<file path="config.mk">
export PLATFORM = sky130hd
export DESIGN_NAME = tsc_ctrl
export DESIGN_NICKNAME = d
export VERILOG_FILES = /design/src/rtl/tsc_pkg.sv /design/src/rtl/tsc_ctrl.sv
export VERILOG_INCLUDE_DIRS = /design/src /design/src/rtl
export SDC_FILE = /design/constraint.sdc
export NUM_CORES = 1
export LEC_CHECK = 0
export ABC_AREA = 1
export BUFFER_PORTS_ARGS = -buffer_cell sky130_fd_sc_hd__buf_4
export CORE_MARGIN = 1.5
export CORE_UTILIZATION = 45
export CTS_BUF_LIST = sky130_fd_sc_hd__clkbuf_2
export CTS_CLUSTER_SIZE = 28
export DETAILED_ROUTE_END_ITERATION = 10
export HOLD_SLACK_MARGIN = 0.1
export SLEW_MARGIN = 10
export SYNTH_ARGS = -nofsm -noshare
export SYNTH_HDL_FRONTEND = slang
export SYNTH_SLANG_ARGS = --single-unit
</file>
<file path="constraint.sdc">
create_clock -name core_clk -period 4.1 [get_ports core_clk]
set_input_delay 0.205 -clock core_clk [delete_from_list [all_inputs] [get_ports core_clk]]
set_output_delay 0.205 -clock core_clk [all_outputs]
set_load 0.1 [all_outputs]
</file>
<file path="src/rtl/tsc_regs.svh">
// register offsets, bit positions, reset values and timing counts of the sensor control
`ifndef TSC_REGS_SVH
`define TSC_REGS_SVH

`define TSC_OFS_TEMP      32'h0000_0000
`define TSC_OFS_CFG       32'h0000_0004
`define TSC_OFS_THIGH     32'h0000_0008
`define TSC_OFS_TLOW      32'h0000_000C
`define TSC_OFS_GP1       32'h0000_0010
`define TSC_OFS_GP4       32'h0000_001C
`define TSC_OFS_UNLOCK    32'h0000_0020

`define TSC_NV_WORDS      7
`define TSC_IDX_CFG       3'h0
`define TSC_IDX_THIGH     3'h1
`define TSC_IDX_TLOW      3'h2

`define TSC_BIT_HIGH      15
`define TSC_BIT_LOW       14
`define TSC_BIT_READY     13
`define TSC_BIT_BUSY      1
`define TSC_BIT_UNLOCK    0

`define TSC_RST_TEMP      16'h8000
`define TSC_RST_THIGH     16'h6000
`define TSC_RST_TLOW      16'h8000
`define TSC_RST_CFG       16'h0088
`define TSC_RST_GP        16'h0000
`define TSC_GC_RESET_BYTE 8'h06

`define TSC_CLK_MHZ       125
`define TSC_LOAD_US       1500
`define TSC_PROG_US       7000
`define TSC_CYCLE_TIME_FIELD_US       15500
`define TSC_STBY_US       15500
`define TSC_LOAD_CYC      (`TSC_LOAD_US * `TSC_CLK_MHZ)
`define TSC_PROG_CYC      (`TSC_PROG_US * `TSC_CLK_MHZ)
`define TSC_CYCLE_TIME_FIELD_CYC      (`TSC_CYCLE_TIME_FIELD_US * `TSC_CLK_MHZ)
`define TSC_STBY_CYC      (`TSC_STBY_US * `TSC_CLK_MHZ)

`endif

</file>
<file path="src/rtl/tsc_pkg.sv">
// types shared by the temperature sensor control block
package tsc_pkg;

   typedef struct packed {
      logic [31:0] awaddr;
      logic        awvalid;
      logic [31:0] wdata;
      logic [3:0]  wstrb;
      logic        wvalid;
      logic        bready;
      logic [31:0] araddr;
      logic        arvalid;
      logic        rready;
   } tsc_axi_req_t;

   typedef struct packed {
      logic        awready;
      logic        wready;
      logic        bvalid;
      logic [1:0]  bresp;
      logic        arready;
      logic        rvalid;
      logic [31:0] rdata;
      logic [1:0]  rresp;
   } tsc_axi_rsp_t;

   typedef enum logic [1:0] {
      MODE_CONT  = 2'h0,
      MODE_DOWN  = 2'h1,
      MODE_ONCE  = 2'h2,
      MODE_CONTB = 2'h3
   } tsc_mode_t;

   typedef struct packed {
      tsc_mode_t  convMode;
      logic [2:0] cycleTime;
      logic [1:0] averaging;
      logic       styleThermo;
      logic       polHigh;
      logic       pinSrcReady;
   } tsc_cfg_t;

   typedef enum logic [1:0] {
      ST_LOAD   = 2'h0,
      ST_ACTIVE = 2'h1,
      ST_STBY   = 2'h3,
      ST_DOWN   = 2'h2
   } tsc_state_t;

endpackage

</file>
<file path="src/rtl/tsc_ctrl.sv">
// temperature sensor control: modes, flags, limit pin, nonvolatile shadow, AXI4-Lite slave
`timescale 1ns/10ps
`include "tsc_regs.svh"

module tsc_ctrl
   import tsc_pkg::*;
#(
   parameter int unsigned LOAD_CYC = `TSC_LOAD_CYC,
   parameter int unsigned PROG_CYC = `TSC_PROG_CYC,
   parameter int unsigned CYCLE_TIME_FIELD_CYC = `TSC_CYCLE_TIME_FIELD_CYC,
   parameter int unsigned STBY_CYC = `TSC_STBY_CYC
) (
   input  wire logic         core_clk,
   input  wire logic         sys_rst,
   input  wire tsc_axi_req_t axiReq,
   output tsc_axi_rsp_t      axiRsp,
   input  wire logic [15:0]  sensorData,
   input  wire logic         gcStrobe,
   input  wire logic [7:0]   gcByte,
   input  wire logic         alertRespCmd,
   output logic             limitPinOut,
   output logic             limitPinOe
);

   // byte-lane merge of a 16-bit register
   function automatic logic [15:0] merge16(input logic [15:0] old, input logic [31:0] wd,
                                           input logic [3:0] st);
      merge16 = old;
      if (st[0]) begin
         merge16[7:0] = wd[7:0];
      end
      if (st[1]) begin
         merge16[15:8] = wd[15:8];
      end
   endfunction

   function automatic logic hotter(input logic [15:0] a, input logic [15:0] b);
      hotter = $signed(a) > $signed(b);
   endfunction

   // word index of a shadowed register, or 7 when none
   function automatic logic [2:0] nvIndex(input logic [31:0] addr);
      if (addr >= `TSC_OFS_CFG && addr <= `TSC_OFS_GP4 && addr[1:0] == 2'h0) begin
         nvIndex = 3'(addr[4:2] - 3'h1);
      end else begin
         nvIndex = 3'h7;
      end
   endfunction

   function automatic logic [31:0] avgCount(input logic [1:0] averaging_field);
      case (averaging_field)
         2'h0:    avgCount = 32'h1;
         2'h1:    avgCount = 32'h8;
         2'h2:    avgCount = 32'h20;
         default: avgCount = 32'h40;
      endcase
   endfunction

   logic [15:0] volQ [0:`TSC_NV_WORDS-1];
   logic [15:0] nvQ  [0:`TSC_NV_WORDS-1];
   logic [15:0] temp_q;
   logic        unlock_q;
   logic        loadActive_q;
   logic        progActive_q;
   logic [31:0] nvCnt_q;
   tsc_state_t  state_q;
   logic [31:0] cnt_q;
   logic        oneShot_q;
   logic        highFlag_q;
   logic        lowFlag_q;
   logic        dataReady_q;
   logic        alertLatch_q;
   logic        awready_q;
   logic        wready_q;
   logic        bvalid_q;
   logic [1:0]  bresp_q;
   logic        arready_q;
   logic        rvalid_q;
   logic [31:0] rdata_q;
   logic [1:0]  rresp_q;
   logic        pinOut_q;
   logic        pinOe_q;

   tsc_cfg_t    cfg;
   logic        wrEn;
   logic        rdEn;
   logic [2:0]  wrIdx;
   logic [15:0] wrVal;
   logic        cfgRd;
   logic        tempRd;
   logic        gcHit;
   logic        convEnd;
   logic        abortReq;
   logic        nvBusy;
   logic [31:0] activeCyc;
   logic [31:0] stbyCyc;
   logic        pinAct;

   assign cfg       = tsc_cfg_t'(volQ[`TSC_IDX_CFG][9:0]);
   assign wrEn      = awready_q && axiReq.awvalid && axiReq.wvalid;
   assign rdEn      = arready_q && axiReq.arvalid;
   assign wrIdx     = nvIndex(axiReq.awaddr);
   assign wrVal     = merge16(volQ[wrIdx], axiReq.wdata, axiReq.wstrb);
   assign cfgRd     = rdEn && axiReq.araddr == `TSC_OFS_CFG;
   assign tempRd    = rdEn && axiReq.araddr == `TSC_OFS_TEMP;
   assign gcHit     = gcStrobe && gcByte == `TSC_GC_RESET_BYTE;
   assign abortReq  = cfg.convMode == MODE_DOWN;
   assign convEnd   = state_q == ST_ACTIVE && cnt_q == 32'h0 && !abortReq;
   assign nvBusy    = loadActive_q || progActive_q;
   assign activeCyc = 32'(CYCLE_TIME_FIELD_CYC * avgCount(cfg.averaging));
   assign stbyCyc   = 32'(STBY_CYC << cfg.cycleTime);

   // shadow memory, power-on load and programming timer
   always_ff @(posedge core_clk) begin
      if (sys_rst) begin
         nvQ[`TSC_IDX_CFG]   <= `TSC_RST_CFG;
         nvQ[`TSC_IDX_THIGH] <= `TSC_RST_THIGH;
         nvQ[`TSC_IDX_TLOW]  <= `TSC_RST_TLOW;
         for (int i = 3; i < `TSC_NV_WORDS; i++) begin
            nvQ[i] <= `TSC_RST_GP;
         end
         unlock_q     <= 1'b0;
         loadActive_q <= 1'b1;
         progActive_q <= 1'b0;
         nvCnt_q      <= 32'(LOAD_CYC - 1);
      end else if (gcHit) begin
         unlock_q     <= 1'b0;
         loadActive_q <= 1'b1;
         progActive_q <= 1'b0;
         nvCnt_q      <= 32'(LOAD_CYC - 1);
      end else begin
         if (nvBusy) begin
            if (nvCnt_q == 32'h0) begin
               loadActive_q <= 1'b0;
               progActive_q <= 1'b0;
            end else begin
               nvCnt_q <= nvCnt_q - 32'h1;
            end
         end
         if (wrEn && axiReq.awaddr == `TSC_OFS_UNLOCK && axiReq.wstrb[0]) begin
            unlock_q <= axiReq.wdata[`TSC_BIT_UNLOCK];
         end
         if (wrEn && wrIdx != 3'h7 && unlock_q && !loadActive_q) begin
            nvQ[wrIdx]   <= wrVal;
            progActive_q <= 1'b1;
            nvCnt_q      <= 32'(PROG_CYC - 1);
         end
      end
   end

   // volatile register copies
   always_ff @(posedge core_clk) begin
      if (sys_rst) begin
         volQ[`TSC_IDX_CFG]   <= `TSC_RST_CFG;
         volQ[`TSC_IDX_THIGH] <= `TSC_RST_THIGH;
         volQ[`TSC_IDX_TLOW]  <= `TSC_RST_TLOW;
         for (int i = 3; i < `TSC_NV_WORDS; i++) begin
            volQ[i] <= `TSC_RST_GP;
         end
      end else if (gcHit) begin
         for (int i = 0; i < `TSC_NV_WORDS; i++) begin
            volQ[i] <= nvQ[i];
         end
      end else begin
         if (convEnd && oneShot_q) begin
            volQ[`TSC_IDX_CFG][9:8] <= MODE_DOWN;
         end
         if (wrEn && wrIdx != 3'h7 && !(loadActive_q && wrIdx <= `TSC_IDX_TLOW)) begin
            volQ[wrIdx] <= wrVal;
         end
      end
   end

   // conversion sequencer
   always_ff @(posedge core_clk) begin
      if (sys_rst || gcHit) begin
         state_q   <= ST_LOAD;
         cnt_q     <= 32'h0;
         oneShot_q <= 1'b0;
         temp_q    <= `TSC_RST_TEMP;
      end else begin
         case (state_q)
            ST_LOAD: begin
               if (!loadActive_q) begin
                  state_q <= cfg.convMode == MODE_DOWN ? ST_DOWN : ST_ACTIVE;
                  cnt_q   <= activeCyc - 32'h1;
               end
            end
            ST_ACTIVE: begin
               if (abortReq) begin
                  state_q   <= ST_DOWN;
                  oneShot_q <= 1'b0;
               end else if (cnt_q == 32'h0) begin
                  temp_q <= sensorData;
                  if (oneShot_q) begin
                     state_q   <= ST_DOWN;
                     oneShot_q <= 1'b0;
                  end else begin
                     state_q <= ST_STBY;
                     cnt_q   <= stbyCyc - 32'h1;
                  end
               end else begin
                  cnt_q <= cnt_q - 32'h1;
               end
            end
            ST_STBY: begin
               if (abortReq) begin
                  state_q <= ST_DOWN;
               end else if (cnt_q == 32'h0) begin
                  state_q <= ST_ACTIVE;
                  cnt_q   <= activeCyc - 32'h1;
               end else begin
                  cnt_q <= cnt_q - 32'h1;
               end
            end
            ST_DOWN: begin
               if (cfg.convMode != MODE_DOWN) begin
                  state_q   <= ST_ACTIVE;
                  oneShot_q <= cfg.convMode == MODE_ONCE;
                  cnt_q     <= activeCyc - 32'h1;
               end
            end
            default: state_q <= ST_LOAD;
         endcase
      end
   end

   // status flags; a conversion event wins over a clearing read
   always_ff @(posedge core_clk) begin
      if (sys_rst || gcHit) begin
         highFlag_q   <= 1'b0;
         lowFlag_q    <= 1'b0;
         dataReady_q  <= 1'b0;
         alertLatch_q <= 1'b0;
      end else begin
         if (convEnd) begin
            dataReady_q <= 1'b1;
         end else if (cfgRd || tempRd) begin
            dataReady_q <= 1'b0;
         end
         if (cfg.styleThermo) begin
            lowFlag_q <= 1'b0;
            if (convEnd && hotter(sensorData, volQ[`TSC_IDX_THIGH])) begin
               highFlag_q <= 1'b1;
            end else if (convEnd && hotter(volQ[`TSC_IDX_TLOW], sensorData)) begin
               highFlag_q <= 1'b0;
            end
         end else begin
            if (convEnd && hotter(sensorData, volQ[`TSC_IDX_THIGH])) begin
               highFlag_q <= 1'b1;
            end else if (cfgRd) begin
               highFlag_q <= 1'b0;
            end
            if (convEnd && hotter(volQ[`TSC_IDX_TLOW], sensorData)) begin
               lowFlag_q <= 1'b1;
            end else if (cfgRd) begin
               lowFlag_q <= 1'b0;
            end
         end
         if (convEnd && (hotter(sensorData, volQ[`TSC_IDX_THIGH])
                         || hotter(volQ[`TSC_IDX_TLOW], sensorData))) begin
            alertLatch_q <= 1'b1;
         end else if (cfgRd || alertRespCmd) begin
            alertLatch_q <= 1'b0;
         end
      end
   end

   // limit pin: open drain, pulled up when released
   assign pinAct = cfg.pinSrcReady ? dataReady_q :
                   cfg.styleThermo ? highFlag_q : alertLatch_q;

   always_ff @(posedge core_clk) begin
      if (sys_rst) begin
         pinOut_q <= 1'b1;
         pinOe_q  <= 1'b0;
      end else begin
         pinOut_q <= cfg.polHigh ? pinAct : !pinAct;
         pinOe_q  <= cfg.polHigh ? !pinAct : pinAct;
      end
   end

   // AXI4-Lite write channel
   always_ff @(posedge core_clk) begin
      if (sys_rst) begin
         awready_q <= 1'b0;
         wready_q  <= 1'b0;
         bvalid_q  <= 1'b0;
         bresp_q   <= 2'h0;
      end else begin
         awready_q <= !awready_q && !bvalid_q && axiReq.awvalid && axiReq.wvalid;
         wready_q  <= !awready_q && !bvalid_q && axiReq.awvalid && axiReq.wvalid;
         if (wrEn) begin
            bvalid_q <= 1'b1;
            bresp_q  <= (wrIdx != 3'h7 || axiReq.awaddr == `TSC_OFS_UNLOCK) ? 2'h0 : 2'h2;
         end else if (axiReq.bready) begin
            bvalid_q <= 1'b0;
         end
      end
   end

   // AXI4-Lite read channel
   always_ff @(posedge core_clk) begin
      if (sys_rst) begin
         arready_q <= 1'b0;
         rvalid_q  <= 1'b0;
         rdata_q   <= 32'h0000_0000;
         rresp_q   <= 2'h0;
      end else begin
         arready_q <= !arready_q && !rvalid_q && axiReq.arvalid;
         if (rdEn) begin
            rvalid_q <= 1'b1;
            rresp_q  <= 2'h0;
            rdata_q  <= 32'h0000_0000;
            if (axiReq.araddr == `TSC_OFS_TEMP) begin
               rdata_q[15:0] <= temp_q;
            end else if (axiReq.araddr == `TSC_OFS_CFG) begin
               rdata_q[9:0]              <= volQ[`TSC_IDX_CFG][9:0];
               rdata_q[`TSC_BIT_HIGH]    <= highFlag_q;
               rdata_q[`TSC_BIT_LOW]     <= lowFlag_q;
               rdata_q[`TSC_BIT_READY]   <= dataReady_q;
            end else if (axiReq.araddr == `TSC_OFS_UNLOCK) begin
               rdata_q[`TSC_BIT_BUSY]    <= nvBusy;
               rdata_q[`TSC_BIT_UNLOCK]  <= unlock_q;
            end else if (nvIndex(axiReq.araddr) != 3'h7) begin
               rdata_q[15:0] <= volQ[nvIndex(axiReq.araddr)];
            end else begin
               rresp_q <= 2'h2;
            end
         end else if (axiReq.rready) begin
            rvalid_q <= 1'b0;
         end
      end
   end

   assign axiRsp.awready = awready_q;
   assign axiRsp.wready  = wready_q;
   assign axiRsp.bvalid  = bvalid_q;
   assign axiRsp.bresp   = bresp_q;
   assign axiRsp.arready = arready_q;
   assign axiRsp.rvalid  = rvalid_q;
   assign axiRsp.rdata   = rdata_q;
   assign axiRsp.rresp   = rresp_q;
   assign limitPinOut    = pinOut_q;
   assign limitPinOe     = pinOe_q;
endmodule

</file>
======== Word level (Yosys, flattened, before mapping) ========
Memories as Yosys holds them, arrays and structs flattened.
Index checks and enable logic that the tools add are counted.
operators by class
  add/sub/neg operators ................... 6
  multiply operators ...................... 1
  div/mod/pow operators ................... 0
  order comparisons ....................... 7
  equality and inequality tests ........... 23
  shift operators ......................... 1
  mux-type cells .......................... 104
  bitwise gates (word level) .............. 10
  reductions and logical operators ........ 72
operators with widths
  kind                                                                                  count
  32-bit two-way mux                                                                    7
  16-bit two-way mux                                                                    11
  32-bit one-hot mux with 4 select lines                                                1
  32-bit by 1-bit subtractor with 32-bit output, second input constant                  4
  32-bit logical NOT                                                                    3
  32-bit by 6-bit equality test with 1-bit output, second input constant                2
  32-bit by 3-bit greater-or-equal comparator with 1-bit output, second input constant  2
  32-bit by 5-bit <= comparator with 1-bit output, second input constant                2
  20-bit two-way mux                                                                    3
  3-bit two-way mux                                                                     17
  1-bit two-way mux                                                                     44
  32-bit by 3-bit equality test with 1-bit output, second input constant                1
  16-bit > comparator                                                                   2
  19-bit by 32-bit multiplier with 30-bit output, first input constant                  1
  16-bit OR reduction                                                                   2
  21-bit by 3-bit left shift with 32-bit output, first input constant                   1
  1-bit logical AND                                                                     28
  2-bit two-way mux                                                                     14
  7-bit one-hot mux with 3 select lines                                                 1
  8-bit two-way mux                                                                     2
  2-bit nonzero test                                                                    8
  14-bit two-way mux                                                                    1
  3-bit inequality test, second input constant                                          4
  10-bit two-way mux                                                                    1
  other kinds (23)                                                                      62
word-level totals
  register bits ........................... 116
  bits in latches ......................... 0
  RAM bits ................................ 224
  ROM bits ................................ 0
  bits of input ports ..................... 133
  output and inout port bits .............. 43
  word-level logic and storage cells ...... 248
  memories ................................ 2
memory list
  memory  depth  width  read ports  clocked after memory_dff  wr ports  RTL line        text
  nvQ     7      16     7           0                         7         tsc_ctrl.sv:60  logic [15:0] nvQ [0:`TSC_NV_WORDS-1];
  volQ    7      16     5           0                         7         tsc_ctrl.sv:59  logic [15:0] volQ [0:`TSC_NV_WORDS-1];

======== Longest topological paths before layout ========
An unclocked memory read counts as a cell.
  depth in word-level cells ............... 21
  mapped depth ............................ 20
  mapped depth without buffers ............ 18

======== Worst setup path before layout ========
Ideal clock, no wire load.
  path type ............................... input to register
  from .................................... input port axiReq[75] (netlist bit)
  to ...................................... memory nvQ[4][0] (enable)
  library setup time ...................... 0.391 ns
  arrival ................................. 2.926 ns
  required time ........................... 3.709 ns
  setup slack ............................. 0.783 ns
  stages on the path ...................... 17
  buffers on the path ..................... 2
  cell sequence ........................... inv_1 -> clkbuf_1 -> ha_1 -> inv_1 -> nor2_1 -> inv_1 -> nor2_1 -> nor3_1 -> nand2_2 -> nor2_2 -> inv_2 -> a21oi_4 -> nand3_2 -> nor2_4 -> buf_4 -> inv_1 -> o21ai_1
RTL lines
  element      RTL line        text
  from (decl)  tsc_ctrl.sv:15  input wire tsc_axi_req_t axiReq,
  to (decl)    tsc_ctrl.sv:60

==> flow_metrics.env <==
export IMPL_final_hold_viol_count=0
export IMPL_grt_max_degree=93
export IMPL_initial_core_util=0.458
export IMPL_grt_ovfl_total=0
export IMPL_cp_start_kind="input port"
export IMPL_grt_pass1_vias=18800
export IMPL_rsz0062_at_grt="false"
export IMPL_setup_tns_ps=0
export IMPL_place_ws_ps=380
export IMPL_fin_ws_ps=135
export IMPL_dp_hpwl_um=51600
export IMPL_drv_cap=0
export IMPL_clockBufferDepth=3
export IMPL_drt_pass1_iter_count=8
export IMPL_yosys_area_share_adder=0.0407
export IMPL_ios=176
export IMPL_layout_nets=3142
export IMPL_async_flop_share=0
export IMPL_cp_arrival_ps=4630
export IMPL_endpoint_kind="flop"
export IMPL_critical_path_most_common_cell="nand2_1"
export IMPL_synthXorXnorAreaFrac=0.0229
export IMPL_die_y_um=215
export IMPL_root_buffer="clkbuf_2"
export IMPL_p_per_area_nw_per_um2=369
export IMPL_drv_slew=0
export IMPL_synth_cell_types=54
export IMPL_synth_top_family_by_area="simple AND/OR/NAND/NOR gates"
export IMPL_synth_simple_area_share=0.254
export IMPL_synth_compound_area_frac=0.131
export IMPL_crit_chain="dlygate4sd3_1 -> buf_4 -> inv_1 -> ha_1 -> inv_1 -> nand2_1 -> dlygate4sd3_1 -> nand2_1 -> nor2_2 -> dlygate4sd3_1 -> inv_2 -> buf_4 -> nor2_1 -> a21oi_1 -> nand2_1 -> nor3_1 -> buf_4 -> inv_1 -> nand2_1"
export IMPL_drt_iter0_drc=2247
export IMPL_viasPerCell=5.43
export IMPL_setup_violations=0
export IMPL_fillCellCount=4399
export IMPL_period_minus_slack_ps=3970
export IMPL_fin_crit_sh=0.967
export IMPL_tritoncts="yes"
export IMPL_dieArea_um2=46400
export IMPL_tightest_slew_ps=879
export IMPL_ys_ff_latch=354
export IMPL_io_buffers=139
export IMPL_clk_latency_ps=1130
export IMPL_drc_errors=0
export IMPL_max_freq_ghz=0.252
export IMPL_crit_type="input port to flop"
export IMPL_hold_slack_ps=180
export IMPL_finClkSkew_ps=120
export IMPL_synth_mux_area_frac=0
export IMPL_numCtsBuffers=96
export IMPL_wl_per_cell_um=19.7
export IMPL_slew_headroom=0.413
export IMPL_ys_seq_area_frac=0.460
export IMPL_area_growth_pct=18.1
export IMPL_cts_setup_buffers=0
export IMPL_ys_flop_type="edfxtp_1"
export IMPL_yosysWarnings=0
export IMPL_antenna_left=0
export IMPL_vias=19600
export IMPL_synthCells=2652
export IMPL_core_area_um2=44300
export IMPL_antenna_found_initial=1
export IMPL_cts_sinks=354
export IMPL_hold_path_class="input port to flop"
export IMPL_grt_util_all_layers=0.306
export IMPL_grt_pass1_wl_um=109000
export IMPL_num_rows=77
export IMPL_clk_pin_slew_worst_paths_ps=100
export IMPL_critPathMaxStageDelay_ps=560
export IMPL_status="completed"
export IMPL_die_w_um=215
export IMPL_syn_area_um2=20300
export IMPL_synth_enable_flop_cells=224
export IMPL_ir_worst_vdd_uv=230
export IMPL_htreeDepth=3
export IMPL_cpMaxStageDelayCell="dlygate4sd3_1"
export IMPL_leakage_uw=0.0107
export IMPL_gp_routability_congestion=0.937
export IMPL_drive_gt1_frac=0.136
export IMPL_syn_area_per_cell_um2=7.65
export IMPL_crit_required_ps=4770
export IMPL_wirelength_um=71100
export IMPL_cp_max_fo=16
-- cells in the final DEF, fill, tap and decap left out, types with 9 or more instances in the layout --
| master | netlist | routed |
|---|---|---|
| nand2_1 | 665 | 663 |
| nor2_1 | 316 | 314 |
| inv_1 | 287 | 287 |
| edfxtp_1 | 224 | 224 |
| buf_4 | 24 | 189 |
| o21ai_0 | 181 | 181 |
| clkbuf_2 | 0 | 155 |
| a21oi_1 | 146 | 146 |
| dfxtp_1 | 130 | 130 |
| nand3_1 | 127 | 127 |
| dlygate4sd3_1 | 0 | 113 |
| ha_1 | 66 | 66 |
| nand4_1 | 55 | 55 |
| xor2_1 | 40 | 40 |
| o21ai_1 | 36 | 36 |
| conb_1 | 1 | 34 |
| inv_2 | 31 | 30 |
| a31oi_1 | 30 | 30 |
| o211ai_1 | 29 | 29 |
| nor3_1 | 27 | 27 |
| clkinv_1 | 5 | 15 |
| or2_2 | 13 | 13 |
| xnor2_1 | 13 | 13 |
| o221ai_1 | 12 | 12 |
| a211oi_1 | 9 | 9 |
-- critical path: cells and delay by family --
family	cells	cell delay [ps]
adder cells (fa/ha/maj)	1	200
AO/OA/AOI/OAI	1	230
AND/OR/NAND/NOR	7	1230
buffers and inverters	10	2740
-- what timing repair did --
action / in CTS / in global routing
hold buffers: 113 / 0
setup endpoints to repair: 0 / 25
endpoints found under the hold margin: 315 / 0
gates resized for setup: 0 / 3
-- kinds of logic (layout without fill, tap and decap cells) --
family,count (synthesis),after routing
simple gates,1238,1238
compound gates,474,474
buf+inv,466,794
flops,354,354
fa+ha+maj,66,66
other cells,1,35
xor+xnor,53,53
-- final timing paths --
check | start | endpoint | slack (ps) | cells after the start
worst min register to register | temp_q[14]$_SDFFE_PP0P_ | temp_q[14]$_SDFFE_PP0P_ | 470 | 2
worst max-delay path | axiReq[75] | volQ[4][1]$_DFFE_PP_ | 130 | 19
worst max register to register | cnt_q[0]$_SDFFE_PP0P_ | temp_q[15]$_SDFFE_PP1P_ | 570 | 15
worst min-delay path | axiReq[32] | rdata_q[13]$_SDFFE_PP0P_ | 180 | 12
-- synth_stat cells (4+ instances only) --
cell type / instances / share of area
inv_2: 31 / 0.0057
clkbuf_1: 96 / 0.018
a21oi_1: 146 / 0.036
xor2_1: 40 / 0.017
xnor2_1: 13 / 0.0056
dfxtp_1: 130 / 0.13
nand3_1: 127 / 0.031
clkinv_1: 5 / 0.00093
a31oi_1: 30 / 0.0093
buf_4: 24 / 0.0089
o21ai_1: 36 / 0.0089
nor3b_1: 5 / 0.0019
o22ai_1: 5 / 0.0015
edfxtp_1: 224 / 0.33
a22oi_1: 4 / 0.0015
nor2_1: 316 / 0.058
o21ai_0: 181 / 0.045
nand3b_1: 4 / 0.0015
nand2_1: 665 / 0.12
ha_1: 66 / 0.041
a211oi_1: 9 / 0.0033
nor4_1: 6 / 0.0019
o211ai_1: 29 / 0.011
buf_2: 15 / 0.0037
nor3_1: 27 / 0.0067
or2_2: 13 / 0.0040
buf_1: 8 / 0.0015
o221ai_1: 12 / 0.0052
nand4_1: 55 / 0.017
inv_1: 287 / 0.053
-- area by class of cell --
class | count | area, um^2 | area share
well taps | 592 | 741 | 0.0309
clock inverters | 13 | 83.8 | 0.00350
multi-input cells | 1865 | 9250 | 0.386
repair buffers | 303 | 2570 | 0.107
clock buffers | 155 | 776 | 0.0324
diodes | 1 | 2.50 | 0.000104
inverters | 323 | 1210 | 0.0507
flip-flops and latches | 354 | 9330 | 0.389
-- power by group --
part / total (uW) / internal, uW / switching, uW
combinational: 2080 / 674 / 1400
clock: 2580 / 1040 / 1540
sequential: 4190 / 4000 / 186
-- layer usage --
metal / GRT usage / routed length, um / vias to the layer above
li1: - / - / 9372
met1: 0.420 / 30400 / 9129
met4: 0.112 / 1930 / 0
met5: 0 / 0 / -
met3: 0.0636 / 6860 / 122
met2: 0.475 / 31900 / 957
-- through the flow --
step           cell area (um^2)  instances  utilization  total power, uW
2_1_floorplan             20400       2685            -             5590
3_3_place_gp              22000       3324        0.496             6190
3_5_place_dp              22000       3324        0.496             6220
4_1_cts                   24000       3605        0.540             8870
5_1_grt                   24000       3606        0.541             9330
6_report                  24000       3606        0.541             8850
-- state kept, by name (all words and copies together) (netlist names) --
name,flops
progActive_q,1
volQ,128
rdata_q,16
bvalid_q,1
limitPinOe,1
oneShot_q,1
state_q,2
dataReady_q,1
arready_q,1
nvQ,112
temp_q,16
rresp_q,1
cnt_q,32
unlock_q,1
highFlag_q,1
rvalid_q,1
limitPinOut,1
alertLatch_q,1
lowFlag_q,1
loadActive_q,1
bresp_q,1
nvCnt_q,32
wready_q,1
Note: power is estimated with default switching activity, not from simulation.
